[src/logic/seq_pkg.sv]
// Functional notes
// - all outputs except reg_rdata low while reset held; reg_rdata keeps its last read value
// - reset needed; reset itself never means low power
// - standby entered only after current frame completes
// - standby drives every video and sync output low
// - serial port inactive during standby
// - id register reports filter variant and fixed value
package seq_pkg;

   // register map
   localparam logic [7:0] FILTER_VARIANT_ID_ADDR = 8'h6b;
   localparam int         VARIANT_LSB            = 9;
   localparam int         VARIANT_MSB            = 11;
   localparam logic [8:0] ID_FIXED_DEFAULT       = 9'h0a5;  // arbitrary value

   // colour filter variants
   localparam logic [2:0] VARIANT_BAYER = 3'h6;
   localparam logic [2:0] VARIANT_RED_CLEAR = 3'h5;
   localparam logic [2:0] VARIANT_MONO = 3'h0;

   // clocks after reset release before the serial port opens
   localparam logic [3:0] WAKE_EDGES = 4'ha;

   typedef enum logic [2:0] {
      ST_RESET   = 3'b000,
      ST_WAKE    = 3'b001,
      ST_RUN     = 3'b011,
      ST_DRAIN   = 3'b010,
      ST_STANDBY = 3'b110
   } mode_type;

   // video and sync outputs travelling together
   typedef struct packed {
      logic       frame_win;
      logic       line_win;
      logic [9:0] pixel;
      logic       illuminator_strobe_out;
      logic [1:0] serial_shift_clock_pair;
      logic [1:0] serial_pixel_pair;
   } video_bus_type;

   localparam video_bus_type VIDEO_IDLE = '0;

endpackage : seq_pkg

[src/logic/sync_two_flop.sv]
`timescale 1ns/1ps
`default_nettype none
module sync_two_flop
   import seq_pkg::*;
#(
   parameter int WIDTH = 1
) (
   input  wire logic             sys_clk,
   input  wire logic             srst,
   input  wire logic [WIDTH-1:0] async_in,
   output logic      [WIDTH-1:0] sync_out
);

   logic [WIDTH-1:0] first_stage;

   // first stage read only by second stage
   always_ff @(posedge sys_clk) begin
      if (srst) begin
         first_stage <= '0;
         sync_out    <= '0;
      end else begin
         first_stage <= async_in;
         sync_out    <= first_stage;
      end
   end

endmodule : sync_two_flop
`default_nettype wire

[src/logic/sensor_reset_standby_sequencer.sv]
`timescale 1ns/1ps
`default_nettype none
module sensor_reset_standby_sequencer
   import seq_pkg::*;
#(
   parameter logic [8:0] ID_FIXED = ID_FIXED_DEFAULT  // arbitrary value
) (
   input  wire logic          sys_clk,
   input  wire logic          srst,
   input  wire logic          reset_pin_n,
   input  wire logic          standby_pin,
   input  wire logic [2:0]    color_filter_layout,
   input  wire logic          frame_active,
   input  wire video_bus_type core_video,
   input  wire logic          reg_rd_en,
   input  wire logic [7:0]    reg_addr,
   output video_bus_type      video_out,
   output logic               serial_enable,
   output logic               frame_start_allow,
   output logic               low_power,
   output logic               reg_hit,
   output logic [11:0]        reg_rdata
);

   typedef struct packed {
      mode_type      mode;
      logic [3:0]    wake_cnt;
      logic [2:0]    variant;
      video_bus_type video;
      logic          serial_en;
      logic          start_allow;
      logic          low_power;
      logic          hit;
      logic [11:0]   rdata;
      logic [3:0]    up_cnt;  // cycles since reset release, for checks
   } state_type;

   state_type  st;
   state_type  next_st;
   logic       rst_n_s;
   logic       standby_s;
   logic [2:0] layout_s;

   // pins from the host pass two flops
   sync_two_flop #(.WIDTH(2)) u_pin_sync (
      .sys_clk  (sys_clk),
      .srst     (srst),
      .async_in ({reset_pin_n, standby_pin}),
      .sync_out ({rst_n_s, standby_s})
   );

   // variant strap is a pin as well
   sync_two_flop #(.WIDTH(3)) u_strap_sync (
      .sys_clk  (sys_clk),
      .srst     (srst),
      .async_in (color_filter_layout),
      .sync_out (layout_s)
   );

   // modes in which the readout path may drive outputs
   function automatic logic video_live(input mode_type m);
      video_live = (m == ST_RUN) || (m == ST_DRAIN);
   endfunction : video_live

   // mode sequencing and registered outputs
   always_comb begin
      next_st = st;
      next_st.hit = 1'b0;
      if (!rst_n_s) begin
         next_st.mode     = ST_RESET;
         next_st.wake_cnt = '0;
         next_st.variant  = layout_s;  // strap caught while held
      end else begin
         case (st.mode)
            ST_RESET: begin
               next_st.mode     = ST_WAKE;
               next_st.wake_cnt = '0;
            end
            ST_WAKE: begin
               next_st.wake_cnt = st.wake_cnt + 4'h1;
               if (st.wake_cnt == WAKE_EDGES - 4'h1) begin
                  next_st.mode = ST_RUN;
               end
            end
            ST_RUN: begin
               if (standby_s) begin
                  next_st.mode = ST_DRAIN;
               end
            end
            ST_DRAIN: begin
               if (!standby_s) begin
                  next_st.mode = ST_RUN;
               end else if (!frame_active) begin
                  next_st.mode = ST_STANDBY;
               end
            end
            ST_STANDBY: begin
               if (!standby_s) begin
                  next_st.mode = ST_RUN;
               end
            end
            default: begin
               next_st.mode = ST_RESET;
            end
         endcase
      end
      // cycles with the reset pin released, saturating; read by checks only
      if (!rst_n_s) begin
         next_st.up_cnt = '0;
      end else if (st.up_cnt != '1) begin
         next_st.up_cnt = st.up_cnt + 4'h1;
      end
      next_st.video       = video_live(next_st.mode) ? core_video : VIDEO_IDLE;
      next_st.start_allow = (next_st.mode == ST_RUN);
      // serial port only in live modes
      next_st.serial_en   = video_live(next_st.mode);
      next_st.low_power   = (next_st.mode == ST_STANDBY);
      if (st.serial_en && reg_rd_en && reg_addr == FILTER_VARIANT_ID_ADDR) begin
         next_st.hit   = 1'b1;
         next_st.rdata = {st.variant, ID_FIXED};
      end
   end

   // single state register
   always_ff @(posedge sys_clk) begin
      if (srst) begin
         st      <= '0;
         st.mode <= ST_RESET;
      end else begin
         st <= next_st;
      end
   end

   assign video_out         = st.video;
   assign serial_enable     = st.serial_en;
   assign frame_start_allow = st.start_allow;
   assign low_power         = st.low_power;
   assign reg_hit           = st.hit;
   assign reg_rdata         = st.rdata;

   // checks on reset and standby behaviour
   a_reset_outputs_low: assert property (
      @(posedge sys_clk) disable iff (srst)
      !rst_n_s |=> (video_out == VIDEO_IDLE) && !serial_enable)
      else $error("outputs not low while reset held");

   a_reset_not_lowpower: assert property (
      @(posedge sys_clk) disable iff (srst)
      !rst_n_s |=> !low_power)
      else $error("reset entered low power");

   a_wake_port_closed: assert property (
      @(posedge sys_clk) disable iff (srst)
      $rose(serial_enable) |-> (st.up_cnt >= WAKE_EDGES))
      else $error("serial port opened too early");

   a_wake_port_opens: assert property (
      @(posedge sys_clk) disable iff (srst)
      ($rose(rst_n_s) && !standby_s) ##1 (rst_n_s && !standby_s) [*8]
      |-> ##[3:4] serial_enable)
      else $error("serial port not opened after wake");

   a_drain_holds_frame: assert property (
      @(posedge sys_clk) disable iff (srst)
      (st.mode == ST_DRAIN && frame_active && rst_n_s) |=> !low_power)
      else $error("standby entered mid frame");

   a_standby_outputs_low: assert property (
      @(posedge sys_clk) disable iff (srst)
      low_power |-> (video_out == VIDEO_IDLE) && !frame_start_allow)
      else $error("video active in standby");

   a_standby_port_off: assert property (
      @(posedge sys_clk) disable iff (srst)
      low_power |=> !reg_hit)
      else $error("serial port answered in standby");

   a_id_field_value: assert property (
      @(posedge sys_clk) disable iff (srst)
      reg_hit |-> (reg_rdata[VARIANT_MSB:VARIANT_LSB] == st.variant)
                  && (reg_rdata[VARIANT_LSB-1:0] == ID_FIXED))
      else $error("id register value wrong");

   a_standby_resume: assert property (
      @(posedge sys_clk) disable iff (srst)
      (low_power && rst_n_s && !standby_s) |=> serial_enable && frame_start_allow)
      else $error("no resume after standby");

   a_hit_needs_port: assert property (
      @(posedge sys_clk) disable iff (srst)
      reg_hit |-> $past(serial_enable))
      else $error("read answered with port closed");

   a_other_addr_quiet: assert property (
      @(posedge sys_clk) disable iff (srst)
      (reg_rd_en && reg_addr != FILTER_VARIANT_ID_ADDR) |=> !reg_hit)
      else $error("read of other address answered");

   a_rdata_held: assert property (
      @(posedge sys_clk) disable iff (srst)
      !reg_hit |-> $stable(reg_rdata))
      else $error("read data changed without a read");

   a_drain_no_start: assert property (
      @(posedge sys_clk) disable iff (srst)
      (st.mode == ST_DRAIN) |-> !frame_start_allow)
      else $error("new frame allowed while draining");

   a_standby_after_frame: assert property (
      @(posedge sys_clk) disable iff (srst)
      $rose(low_power) |-> !$past(frame_active) && $past(standby_s))
      else $error("standby entered before frame end");

endmodule : sensor_reset_standby_sequencer
`default_nettype wire

[config.mk]
export PLATFORM = sky130hd
export DESIGN_NAME = sensor_reset_standby_sequencer
export DESIGN_NICKNAME = d
export VERILOG_FILES = /design/src/logic/seq_pkg.sv /design/src/logic/sync_two_flop.sv /design/src/logic/sensor_reset_standby_sequencer.sv
export SDC_FILE = /design/constraint.sdc
export NUM_CORES = 1
export LEC_CHECK = 0
export ABC_AREA = 1
export BUFFER_PORTS_ARGS = -buffer_cell sky130_fd_sc_hd__buf_4
export CORE_MARGIN = 5
export CORE_UTILIZATION = 30
export DETAILED_ROUTE_END_ITERATION = 16
export PLACE_DENSITY = 0.63
export SLEW_MARGIN = 10
export SYNTH_ARGS = -nofsm -noshare
export SYNTH_HDL_FRONTEND = slang
export SYNTH_SLANG_ARGS = --single-unit
[constraint.sdc]
create_clock -name sys_clk -period 2.27 [get_ports sys_clk]
set_input_delay 0.1135 -clock sys_clk [delete_from_list [all_inputs] [get_ports sys_clk]]
set_output_delay 0.1135 -clock sys_clk [all_outputs]
set_load 0.02 [all_outputs]
Yosys cells after proc, flatten, opt, wreduce, memory -nomap -nowiden

Index checks and enable logic that the tools add are counted.
W data, S select, Z words.

Flip-flop bits (word level): 48
Bits of input ports: 34
Output and inout bits: 33
Logic and storage cells: 46

$add $sub $neg: 1
Bitwise gates (word level): 2
Eq/ne operators: 9
Reduce and logical (&&, ||, !) cells: 7
Muxes and demuxes: 9

Operators with widths:

| kind                  | number |
|---|---|
| $mux W3               | 5 |
| $pmux W3 S5           | 1 |
| $mux W13              | 1 |
| $eq A3 B2 Y1 const B  | 4 |
| $eq A8 B7 Y1 const B  | 1 |
| $pmux W4 S2           | 1 |
| $mux W7               | 1 |
| $eq A3 B3 Y1 const B  | 2 |
| $add A4 B1 Y4 const B | 1 |
| $eq A4 B4 Y1 const B  | 1 |
| $reduce_or A2 Y1      | 2 |
| $eq A3 B1 Y1 const B  | 1 |
| $logic_not A3 Y1      | 1 |
| $logic_and A1 B1 Y1   | 2 |
| $not A1 Y1            | 2 |
| $reduce_bool A2 Y1    | 1 |
| $logic_or A1 B1 Y1    | 1 |

Depth between registers and ports, before layout

Gate-level depths: netlist (run 1).

Word-level depth: 8
Depth in mapped cells: 7
Mapped depth without buffers: 7

Cells and area by module

A second synthesis (run 1) with hierarchy kept.

Cells, all modules: 221
Area, all modules: 1773.0 µm²

Modules (own cells, without submodules):

| module                         | cells each | seq. area each (µm²) | instances | area each (µm²) |
|---|---|---|---|---|
| sensor_reset_standby_sequencer | 191        | 700.7                | 1         | 1497.7 |
| sync_two_flop (u_strap_sync)   | 18         | 120.1                | 1         | 165.2 |
| sync_two_flop (u_pin_sync)     | 12         | 80.1                 | 1         | 110.1 |

Least setup slack after synthesis (run 1)

No wires, ideal clock.

Path kind: reg2reg
From: register st[40] (netlist bit)
To: register st (netlist bit video_out[10])
Arrival: 1.081 ns
Slack: 1.125 ns
Path buffers: 1
Period minus slack after synthesis: 1.145 ns
Data required time: 2.206 ns
Setup time: 0.064 ns
Cell stages (with the launch flop): 7
Cell sequence: dfxtp_1 -> ha_1 -> nand4_1 -> nand2_1 -> nand4_4 -> buf_6 -> nor2_1

Longest elaborated chain between the ends: 8
Elaborated cells on any way between the ends: 9
Those cells by class: eq/ne: 3; mux: 3; bitwise: 1; reduce/logical: 2

Ends and longest elaborated chain:

| item                         | line                                  | RTL |
|---|---|---|
| from (decl)                  | sensor_reset_standby_sequencer.sv:38  | `state_type st;` |
| from (signal assigned)       | sensor_reset_standby_sequencer.sv:130 | `st <= next_st;` |
| $eq A4 B4 Y1 *               | sensor_reset_standby_sequencer.sv:81  | `if (st.wake_cnt == WAKE_EDGES - 4'h1) begin` |
| $mux W3 *                    | sensor_reset_standby_sequencer.sv:81  |  |
| $pmux W3 S5 *                | sensor_reset_standby_sequencer.sv:74  | `case (st.mode)` |
| $mux W7 *                    | sensor_reset_standby_sequencer.sv:69  | `if (!rst_n_s) begin` |
| $eq A3 B2 Y1                 | sensor_reset_standby_sequencer.sv:62  | `video_live = (m == ST_RUN) \|\| (m == ST_DRAIN);` |
| $logic_or A1 B1 Y1 *         | sensor_reset_standby_sequencer.sv:62  |  |
| $not A1 Y1 (no line) *       | -                                     |  |
| $reduce_or A2 Y1 (no line) * | -                                     |  |

Mark *: on every way between the ends. The rest lies on a longest branch, timed or not.
A chain may end at the register's enable or synchronous reset.

Final worst setup path (run 1)

From: register st[40] (netlist bit)
To: register st (netlist bit video_out[4])

The elaborated chain is that of the path after synthesis.

==> key figures, run 1 <==
Outcome
  – Status: finished, final reports clean

Placed design
  – Dpl cells: 328
  – Post-DP Area: 0.002105 sq mm
  – Gp weighted congestion: 0.7385
  – HPWL Detailed: 2451 um
  – Place WS: 991.6 ps
  – I/O Buffers: 61

Setup path
  – Critical Path RT: 2490 ps
  – Data arrival time of the critical path: 1480 ps
  – Crit path launch type: register
  – Worst Setup End Kind: register
  – Critical path peak fanout: 19
  – Setup CP Type: register to register

Synthesis
  – Top_reg_cell synth: dfxtp_1
  – Post-synth top cells: nor2_1 (47), inv_1 (46), dfxtp_1 (45)
  – Register area share after synthesis: 50.56%
  – Post-synth EDFFs: 0
  – Post-Syn Area per Cell: 8.099 sq um
  – Syn Inst Count: 220
  – Top-count cell post-synth: nor2_1
  – Library cells used by synthesis: 24
  – Area contributors post-synth: dfxtp_1 (51%), buf_4 (12%), nor2_1 (9.9%)
  – Top cell type's share of synthesized area: 50.56%
  – #FFs+latches synth: 45
  – Dominant cell type by area after synthesis: dfxtp_1
  – Async SR Flop Fraction: 0%
  – Yosys warnings: 0
  – Post-Syn Area: 0.001782 sq mm

Clocking
  – TritonCTS clock tree: built
  – Insertion delay to the later sink of the worst-skew pair: 290 ps
  – Cts hold-fix bufs: 0
  – H-tree levels: 2
  – Max Buffers Root-to-Sink: 2
  – CTS clock-pin slew for the worst setup and hold paths: 80 ps
  – Clk sinks: 45
  – Clk root buf: clkbuf_8
  – Postcts setup bufs: 0
  – CTS resizes: 0
  – TritonCTS buffer count: 5

Route
  – Final ANT Viol Nets: 0
  – Total Wirelength: 3086 um
  – DR DRC count: 0
  – Initial DRC Count: 26
  – Drt via density: 3.696
  – Wirelength per Cell: 9.212 um
  – Via count: 1238
  – First-pass detailed-route iteration total: 4

Cells and area
  – Final Util: 37.51%
  – Fin cells: 335
  – Fin nets: 296
  – Share of layout cells above drive strength 1: 28.08%
  – Post-route cell area: 0.002195 sq mm
  – Sequential cell area: 900.9 sq um
  – Multi-input logic area: 474.2 sq um
  – N_diodes: 0
  – Number of fill cells: 628
  – Area Growth Syn to Fin: 23.17%

STA
  – Final min period: 1261 ps
  – Finish-stage setup viols: 0
  – Clock skew: 5.263 ps
  – WHS: 18.62 ps
  – Final Cycle Share: 55.56%
  – Fin. Hold Viols: 0
  – Peak Freq: 792.8 MHz
  – RSZ-0062 raised after global routing: no
  – Setup tns final: 0 ps
  – Fin worst setup slack: 1009 ps
  – Fin. max-slew vios: 0

Power
  – Power per cell area: 626.6 mW/mm^2
  – Max IR drop VDD: 0.2945 mV
  – P_leak: 1.153 nW
  – Pwr Total: 1.375 mW

Die
  – Initial Util: 30.45%
  – Placement Rows: 28
  – Die Area: 0.007580 sq mm
  – Die height: 87.07 um
  – Die width: 87.07 um
  – Core Region: 0.005851 sq mm
  – Io pins: 67

Global routing
  – Vias in the first global route: 1184
  – GRT Total Usage: 8.540%
  – Total congestion overflow: 0
  – Largest net degree at the start of global routing: 20
  – Initial antenna violation count: 0
  – First-pass GRT wire length: 5009 um

Hold path
  – Min-Delay Path Class: input pin to register

Job
  – Max Cap Viol: 0
cell usage in the layout (no fill, tap or decap):
cell type / synthesis / routed
buf_4: 29 / 61
nor2_1: 47 / 47
inv_1: 46 / 46
dfxtp_1: 45 / 45
nand2_1: 22 / 22
clkbuf_8: 0 / 6
a21oi_1: 5 / 5
conb_1: 1 / 5
nand4_1: 4 / 4
o21ai_0: 3 / 3
nand3_1: 2 / 2
ha_1: 2 / 2
nand3b_4: 1 / 1
clkinv_2: 1 / 1
nand2_2: 1 / 1
nand4_4: 1 / 1
nor2_2: 1 / 1
o21bai_1: 1 / 1
xnor2_1: 1 / 1
nand3b_1: 1 / 1
nor3_1: 1 / 1
o22ai_1: 1 / 1
a211oi_1: 1 / 1
clkinvlp_4: 0 / 1
state kept, by name, indices dropped and copies added (netlist names):
name,cells
u_strap_sync.first_stage,3
reg_rdata,4
u_pin_sync.first_stage,2
video_out,17
low_power,1
serial_enable,1
st,10
frame_start_allow,1
reg_hit,1
u_strap_sync.sync_out,3
u_pin_sync.sync_out,2
critical path, stage by stage, from the launching register on:
cell     delay [ps]
dfxtp_1         410
ha_1            170
nand4_1          90
nand2_1         130
nand4_4         240
nor2_1          160
cells by family (layout without fill, tap and decap cells):
logic type / Yosys count / after routing / share of synthesized area, %
DFF: 45 / 45 / 50.56
adders and majority gates: 2 / 2 / 1.404
AOI/OAI and AO/OA: 11 / 11 / 3.441
other: 1 / 5 / 0.2105
buffers and inverters: 79 / 115 / 23.67
and+or+nand+nor: 81 / 81 / 20.22
xor gates and xnor gates: 1 / 1 / 0.4917
path summary, 6_finish.rpt:
check / from / endpoint / slack [ps] / depth (start not counted)
min: color_filter_layout[2] / u_strap_sync.first_stage[2]$_SDFF_PP0_ / 20 / 3
max reg2reg: st[40]$_SDFFE_PP0P_ / video_out[4]$_SDFF_PP0_ / 1010 / 5
max: st[40]$_SDFFE_PP0P_ / video_out[4]$_SDFF_PP0_ / 1010 / 5
min reg2reg: u_strap_sync.first_stage[1]$_SDFF_PP0_ / u_strap_sync.sync_out[1]$_SDFF_PP0_ / 400 / 2
cell type report:
type	count	area share [%]
repair buffers	61	20.87
multi-input cells	100	21.61
clock inverters	1	0.3421
clock buffers	6	3.763
flip-flops and latches	45	41.05
well taps	75	4.276
inverters	47	8.096
where the power goes:
group,internal (mW),switching (mW)
Clock,0.240,0.244
Sequential,0.800,0.00507
Combinational,0.0470,0.0387
per-layer routing:
layer	share of wire (%)	vias to the layer above	global-route usage [%]
li1	-	682	-
met1	41	510	9.670
met2	48	40	13.87
met3	8.6	6	2.838
met4	1.7	0	5.099
met5	0	-	0
Power figures use the tool's default switching activity.
==> inputs of run 2 (changes only) <==
--- a/config.mk
+++ b/config.mk
@@ -5,7 +5,7 @@
 export SDC_FILE = /design/constraint.sdc
 export NUM_CORES = 1
 export LEC_CHECK = 0
-export ABC_AREA = 1
+export ABC_AREA = 0
 export BUFFER_PORTS_ARGS = -buffer_cell sky130_fd_sc_hd__buf_4
 export CORE_MARGIN = 5
 export CORE_UTILIZATION = 30
==> constraint.sdc (replaced) <==
create_clock -name sys_clk -period 1.25 [get_ports sys_clk]
set_input_delay 0.0625 -clock sys_clk [delete_from_list [all_inputs] [get_ports sys_clk]]
set_output_delay 0.0625 -clock sys_clk [all_outputs]
set_load 0.02 [all_outputs]
==> key figures, run 2 <==
Power
  – Logic pwr share: 6.6% (+0.4 points)
  – Sw Ratio: 22.14% (+1.2 points)
  – Max IR drop VDD: 0.7117 mV (+140%)
  – Switching power of the nets: 0.5560 mW (+93%)
  – P_leak: 1.037 nW (-10%)
  – Seq pwr share: 57.9% (-0.6 points)
  – Power per cell area: 1025 mW/mm^2 (+63%)
  – Clock share of power: 35.5% (+0.3 points)
  – Internal Power: 1.955 mW (+80%)

Die
  – Die height: 86.74 um (-0.37%)
  – Die width: 86.74 um (-0.37%)
  – Placement Rows: 28 (unchanged)
  – Initial Util: 30.38% (-0.075 points)
  – Core Region: 0.005816 sq mm (-0.60%)
  – Io pins: 67 (unchanged)
  – Die Area: 0.007524 sq mm (-0.75%)

Placed design
  – I/O Buffers: 61 (unchanged)
  – HPWL Detailed: 2413 um (-1.5%)
  – Gp weighted congestion: 0.8082 (+9.4%)
  – Post-DP Area: 0.002197 sq mm (+4.4%)

Synthesis
  – Async SR Flop Fraction: 0% (unchanged)
  – Register area share after synthesis: 50.99% (+0.43 points)
  – Post-Syn Area: 0.001767 sq mm (-0.84%)
  – Post-synth top cells: dfxtp_1 (45), buf_4 (30), nor3b_1 (17)
  – Post-Syn Area per Cell: 10.71 sq um (+32%)
  – Syn Inst Count: 165 (-25%)
  – Library cells used by synthesis: 32 (+33%)
  – Dominant cell type by area after synthesis: dfxtp_1
  – Top-count cell post-synth: dfxtp_1
  – Post-synth EDFFs: 0 (unchanged)
  – Area contributors post-synth: dfxtp_1 (51%), buf_4 (13%), nor3b_1 (7.2%)
  – Top_reg_cell synth: dfxtp_1
  – Top cell type's share of synthesized area: 50.99% (+0.43 points)
  – Yosys warnings: 0 (unchanged)
  – #FFs+latches synth: 45 (unchanged)

Hold path
  – Hold path cells: 2 (-1)
  – Worst hold start: core_video[11]
  – Min-Delay Path Class: input pin to register
  – Hold EP: video_out[11]$_SDFF_PP0_

Outcome
  – Failing checks: setup timing
  – Status: complete, but fails checks

Setup path
  – Crit-path max cell delay: 340 ps (-70 ps)
  – Crit Reg-Reg Startpoint: st[41]$_SDFFE_PP0P_
  – Crit-path cells: inv_2 -> ha_2 -> and4b_1 -> o221ai_2 -> buf_12 -> nor3b_1
  – Worst Setup End Kind: register
  – Critical path peak fanout: 20 (+1)
  – Reg2reg setup slack: -40 ps (-1050 ps)
  – Critical Path RT: 1440 ps (-1050 ps)
  – Setup CP Type: register to register
  – Crit path launch type: register
  – Data arrival time of the critical path: 1480 ps (about the same)
  – RR Endpoint: video_out[3]$_SDFF_PP0_
  – R2R depth: 6 (+1)
  – Slowest CP cell: dfxtp_2

Cells and area
  – Post-route cell area: 0.002451 sq mm (+12%)
  – Largest register FFs: 17 (unchanged)
  – Fin nets: 258 (-13%)
  – Area Growth Syn to Fin: 38.74%
  – Number of fill cells: 578 (-8.0%)
  – N_diodes: 0 (unchanged)
  – Most frequent cells in the layout: buf_4 (71), dfxtp_1 (39), nor2b_1 (14), nor3b_1 (12)
  – Multi-input logic area: 639.4 sq um (+35%)
  – Sequential cell area: 913.4 sq um (+1.4%)
  – Most common cell after layout, fill and taps aside: buf_4
  – Final Util: 42.15% (+4.6 points)
  – Share of layout cells above drive strength 1: 47.09% (+19 points)

Route
  – Final ANT Viol Nets: 0 (unchanged)
  – Via count: 1203 (-2.8%)
  – Drt via density: 4.037 (+9.2%)
  – First-pass detailed-route iteration total: 4 (unchanged)
  – DR DRC count: 0 (unchanged)
  – Wirelength per Cell: 11.19 um (+22%)
  – Initial DRC Count: 39 (+50%)
  – Total Wirelength: 3336 um (+8.1%)

STA
  – RSZ-0062 raised after global routing: yes
  – Final min period: 1293 ps (+31.45 ps)
  – Peak Freq: 773.6 MHz (-2.4%)
  – Setup tns final: -612.6 ps (-612.6 ps)
  – Fin. max-slew vios: 0 (unchanged)
  – Final Cycle Share: 103.4% (+48 points)
  – Fin. Hold Viols: 0 (unchanged)
  – Finish-stage setup viols: 20 (+20)
  – Clock skew: 8.863 ps (+3.600 ps)
  – Fin worst setup slack: -42.73 ps (-1051 ps)

Global routing
  – First-pass GRT wire length: 5292 um (+5.6%)
  – Initial antenna violation count: 0 (unchanged)
  – Vias in the first global route: 1180 (-0.34%)
  – GRT Total Usage: 8.915% (+0.37 points)
  – Largest net degree at the start of global routing: 25 (+25%)
  – Total congestion overflow: 0 (unchanged)

Clocking
  – H-tree levels: 2 (unchanged)
  – CTS clock-pin slew for the worst setup and hold paths: 80 ps (about the same)
  – TritonCTS buffer count: 5 (unchanged)
  – Clk sinks: 45 (unchanged)
  – Clk root buf: clkbuf_8
  – TritonCTS clock tree: built
  – Max Buffers Root-to-Sink: 2 (unchanged)
  – Insertion delay to the later sink of the worst-skew pair: 300 ps (about the same)

Job
  – Max Cap Viol: 0 (unchanged)
-- run 2: changes by cell type after synthesis, sizes merged, moves of 2 or more --
cell and delta:
nand4 -4, mux2i +7, a21oi -2, nor2 -41
nand2b +7, inv -41, nand2 -21, buf +3
nor3b +18, nor2b +15
-- run 2: power groups by stage --
stage	combinational, mW	sequential [mW]	clock [mW]
5_1_grt	0.180	1.46	0.989
3_5_place_dp	0.154	1.49	0
3_3_place_gp	0.152	1.49	0
2_1_floorplan	0.0727	1.49	0
4_1_cts	0.166	1.46	0.931
6_report	0.166	1.45	0.891
-- run 2: per-layer routing --
metal / routed length [um] / up-vias / track usage (%)
li1: - / 620 / -
met1: 1287 / 541 / 9.477
met2: 1697 / 38 / 15.92
met3: 317 / 4 / 3.327
met4: 33 / 0 / 3.399
met5: 0 / - / 0
-- run 2: timing repair --
action                                  CTS  global route
endpoints found under the hold margin     5             0
resized for setup                         4            13
gates cloned                              0             2
endpoints found under the setup margin   22            23
pin swaps                                 0             1
buffers inserted                          0             2
hold buffers                              5             0
-- run 2: cell type report --
| cell class | count | share of cell area (%) |
|---|---|---|
| sequential | 45 | 37.26 |
| timing repair buffer | 82 | 28.38 |
| multi-input combinational | 83 | 26.08 |
| tap | 75 | 3.828 |
| clock buffer | 5 | 2.808 |
| clock inverter | 3 | 0.8678 |
| inverter | 5 | 0.7657 |
-- run 2: stage by stage --
step / std cells / hold WS, ps / setup WS (ps) / power (mW)
3_3_place_gp: 281 / 271.1 / -18.40 / 1.644
6_report: 298 / 2.203 / -42.73 / 2.511
5_1_grt: 298 / 23.16 / -116.9 / 2.626
3_5_place_dp: 281 / 277.9 / -51.62 / 1.645
4_1_cts: 294 / 21.93 / -43.71 / 2.555
2_1_floorplan: 169 / 190.7 / -0.2350 / 1.562
-- run 2: cell families (layout without fill, tap and decap cells) --
logic type,after synthesis,count (layout),synth area share [%]
AND/OR/NAND/NOR,60,60,23.23
flip-flops,45,45,50.99
buffers and inverters,41,95,15.72
AO/OA/AOI/OAI,9,9,4.462
multiplexers,7,7,3.966
adder cells (fa/ha/maj),2,2,1.416
other,1,5,0.2123
-- run 2: worst max path at each step --
stage	start	to	slack [ps]	cells past startpoint
after floorplan	st[41]$_SDFFE_PP0P_	frame_start_allow$_SDFF_PP0_	-0.2	6
after global placement	st[46]$_SDFF_PP0_	low_power$_SDFF_PP0_	-20	4
after detailed placement	st[41]$_SDFFE_PP0P_	frame_start_allow$_SDFF_PP0_	-50	6
after CTS	st[41]$_SDFFE_PP0P_	video_out[3]$_SDFF_PP0_	-40	6
after global routing	st[41]$_SDFFE_PP0P_	video_out[16]$_SDFF_PP0_	-120	6
final	st[41]$_SDFFE_PP0P_	video_out[3]$_SDFF_PP0_	-40	6
-- run 2: critical path: cells and delay by family, from the launching register on --
family	cells	cell delay, ps
fa+ha+maj	1	140
simple gates	2	260
compound gates	1	210
flops	1	340
buf+inv	2	220
==> inputs of run 3 (changes only) <==
--- a/config.mk
+++ b/config.mk
@@ -6,7 +6,7 @@
 export NUM_CORES = 1
 export LEC_CHECK = 0
 export ABC_AREA = 0
-export BUFFER_PORTS_ARGS = -buffer_cell sky130_fd_sc_hd__buf_4
+export BUFFER_PORTS_ARGS = -buffer_cell sky130_fd_sc_hd__buf_2
 export CORE_MARGIN = 5
 export CORE_UTILIZATION = 30
 export DETAILED_ROUTE_END_ITERATION = 16
==> key figures, run 3 (synthesis results as in run 2) <==
Outcome
  – Status: complete, but fails checks
  – Failing checks: setup timing

STA
  – Final Cycle Share: 102.3% (-1.1 points)
  – Peak Freq: 781.9 MHz (+1.1%)
  – Fin worst setup slack: -28.86 ps (+13.87 ps)
  – Finish-stage setup viols: 20 (unchanged)
  – Fin. Hold Viols: 0 (unchanged)
  – WHS: 11.10 ps (+8.894 ps)
  – Fin. max-slew vios: 0 (unchanged)
  – Final min period: 1279 ps (-13.87 ps)
  – Clock skew: 5.370 ps (-3.493 ps)
  – RSZ-0062 raised after global routing: yes

Hold path
  – Min-Delay Path Class: input pin to register

Setup path
  – Setup CP Type: register to register
  – Crit-path max cell delay: 340 ps (about the same)
  – Crit path launch type: register
  – Data arrival time of the critical path: 1470 ps (about the same)
  – Critical path peak fanout: 20 (unchanged)
  – Reg2reg setup slack: -30 ps (about the same)
  – Crit-path cells: inv_2 -> ha_1 -> and4b_1 -> o221ai_2 -> buf_12 -> nor3_1
  – Critical Path RT: 1440 ps (about the same)
  – Worst Setup End Kind: register
  – Slowest CP cell: dfxtp_2

Die
  – Die height: 86.74 um (unchanged)
  – Core Region: 0.005816 sq mm (unchanged)
  – Initial Util: 30.38% (unchanged)
  – Io pins: 67 (unchanged)
  – Die Area: 0.007524 sq mm (unchanged)
  – Placement Rows: 28 (unchanged)
  – Die width: 86.74 um (unchanged)

Clocking
  – TritonCTS clock tree: built
  – Clk sinks: 45 (unchanged)
  – Insertion delay to the later sink of the worst-skew pair: 300 ps (about the same)
  – CTS clock-pin slew for the worst setup and hold paths: 80 ps (about the same)
  – H-tree levels: 2 (unchanged)
  – Clk root buf: clkbuf_8
  – TritonCTS buffer count: 5 (unchanged)
  – Max Buffers Root-to-Sink: 2 (unchanged)

Power
  – Logic pwr share: 5.5% (-1.1 points)
  – Seq pwr share: 58.5% (+0.6 points)
  – Internal Power: 1.925 mW (-1.6%)
  – Max IR drop VDD: 0.6784 mV (-4.7%)
  – P_leak: 1.018 nW (-1.8%)
  – Power per cell area: 1082 mW/mm^2 (+5.6%)
  – Switching power of the nets: 0.5598 mW (+0.69%)
  – Clock share of power: 36.0% (+0.5 points)
  – Sw Ratio: 22.53% (+0.39 points)

Placed design
  – HPWL Detailed: 2316 um (-4.0%)
  – Gp weighted congestion: 0.7931 (-1.9%)
  – I/O Buffers: 61 (unchanged)
  – Place WS: -47.41 ps (+4.210 ps)

Global routing
  – First-pass GRT wire length: 4981 um (-5.9%)
  – Largest net degree at the start of global routing: 25 (unchanged)
  – Vias in the first global route: 1141 (-3.3%)
  – Initial antenna violation count: 0 (unchanged)
  – Total congestion overflow: 0 (unchanged)
  – GRT Total Usage: 8.482% (-0.43 points)

Cells and area
  – Area Growth Syn to Fin: 30.03%
  – Most common cell after layout, fill and taps aside: buf_2
  – Share of layout cells above drive strength 1: 45.74% (-1.3 points)
  – Most frequent cells in the layout: buf_2 (61), dfxtp_1 (41), nor3b_1 (16), nor2b_1 (13), buf_4 (11)
  – Final Util: 39.50% (-2.6 points)
  – N_diodes: 0 (unchanged)
  – Fin nets: 258 (unchanged)
  – Largest register FFs: 17 (unchanged)

Route
  – DR DRC count: 0 (unchanged)
  – Total Wirelength: 3238 um (-2.9%)
  – First-pass detailed-route iteration total: 2 (-2)
  – Initial DRC Count: 47 (+21%)
  – Final ANT Viol Nets: 0 (unchanged)
  – Wirelength per Cell: 10.87 um (-2.9%)
  – Drt via density: 4.013 (-0.58%)
  – Via count: 1196 (-0.58%)

Job
  – Max Cap Viol: 0 (unchanged)
## run 3: power groups by stage
stage	sequential [mW]	combinational, mW	clock, mW
after global placement	1.49	0.124	0
after CTS	1.46	0.137	0.939
after global routing	1.46	0.152	1.00
after floorplan	1.49	0.0727	0
final	1.45	0.138	0.893
after detailed placement	1.49	0.125	0
## run 3: critical path: cells and delay by family, from the launching register on
family                   cells  cell delay [ps]
flip-flops                   1              340
AND/OR/NAND/NOR              2              260
buffers and inverters        2              220
AO/OA/AOI/OAI                1              210
adder cells (fa/ha/maj)      1              150
## run 3: worst paths after layout
kind	end	cells after the start	start
setup reg to reg	frame_start_allow$_SDFF_PP0_	6	st[41]$_SDFFE_PP0P_
hold / removal	video_out[14]$_SDFF_PP0_	2	core_video[14]
setup / recovery	frame_start_allow$_SDFF_PP0_	6	st[41]$_SDFFE_PP0P_
hold reg to reg	u_pin_sync.sync_out[1]$_SDFF_PP0_	1	u_pin_sync.first_stage[1]$_SDFF_PP0_
## run 3: stage by stage
| step | TNS, ps | cell area [sq um] | total power [mW] | cells |
|---|---|---|---|---|
| 3_5_place_dp | -740.8 | 2044 | 1.616 | 281 |
| 2_1_floorplan | -0.2350 | 1794 | 1.562 | 169 |
| 4_1_cts | -660.5 | 2190 | 2.534 | 294 |
| 5_1_grt | -1565 | 2297 | 2.611 | 298 |
| 3_3_place_gp | -147.8 | 2044 | 1.615 | 281 |
| 6_report | -405.3 | 2297 | 2.484 | 298 |
## run 3: area by class of cell
| cell class | count | area, sq um |
|---|---|---|
| Multi-Input combinational cell | 83 | 644.4 |
| Tap cell | 75 | 93.84 |
| Timing Repair Buffer | 82 | 539.3 |
| Fill cell | 596 | 3518 |
| Sequential cell | 45 | 910.9 |
| Clock buffer | 5 | 68.82 |
| Clock inverter | 3 | 21.27 |
| Inverter | 5 | 18.77 |
## run 3: what timing repair did
action / in CTS / in global routing
pin swaps: 0 / 1
hold buffers: 5 / 0
endpoints found under the hold margin: 5 / 0
setup buffers: 0 / 2
endpoints found under the setup margin: 23 / 25
gates cloned: 0 / 2
gates resized for setup: 4 / 13
## run 3: per-layer routing
layer / global-route usage (%) / share of wire (%)
met3: 3.327 / 9.5
met2: 14.39 / 48
met4: 4.249 / 1.6
met1: 9.133 / 41
met5: 0 / 0
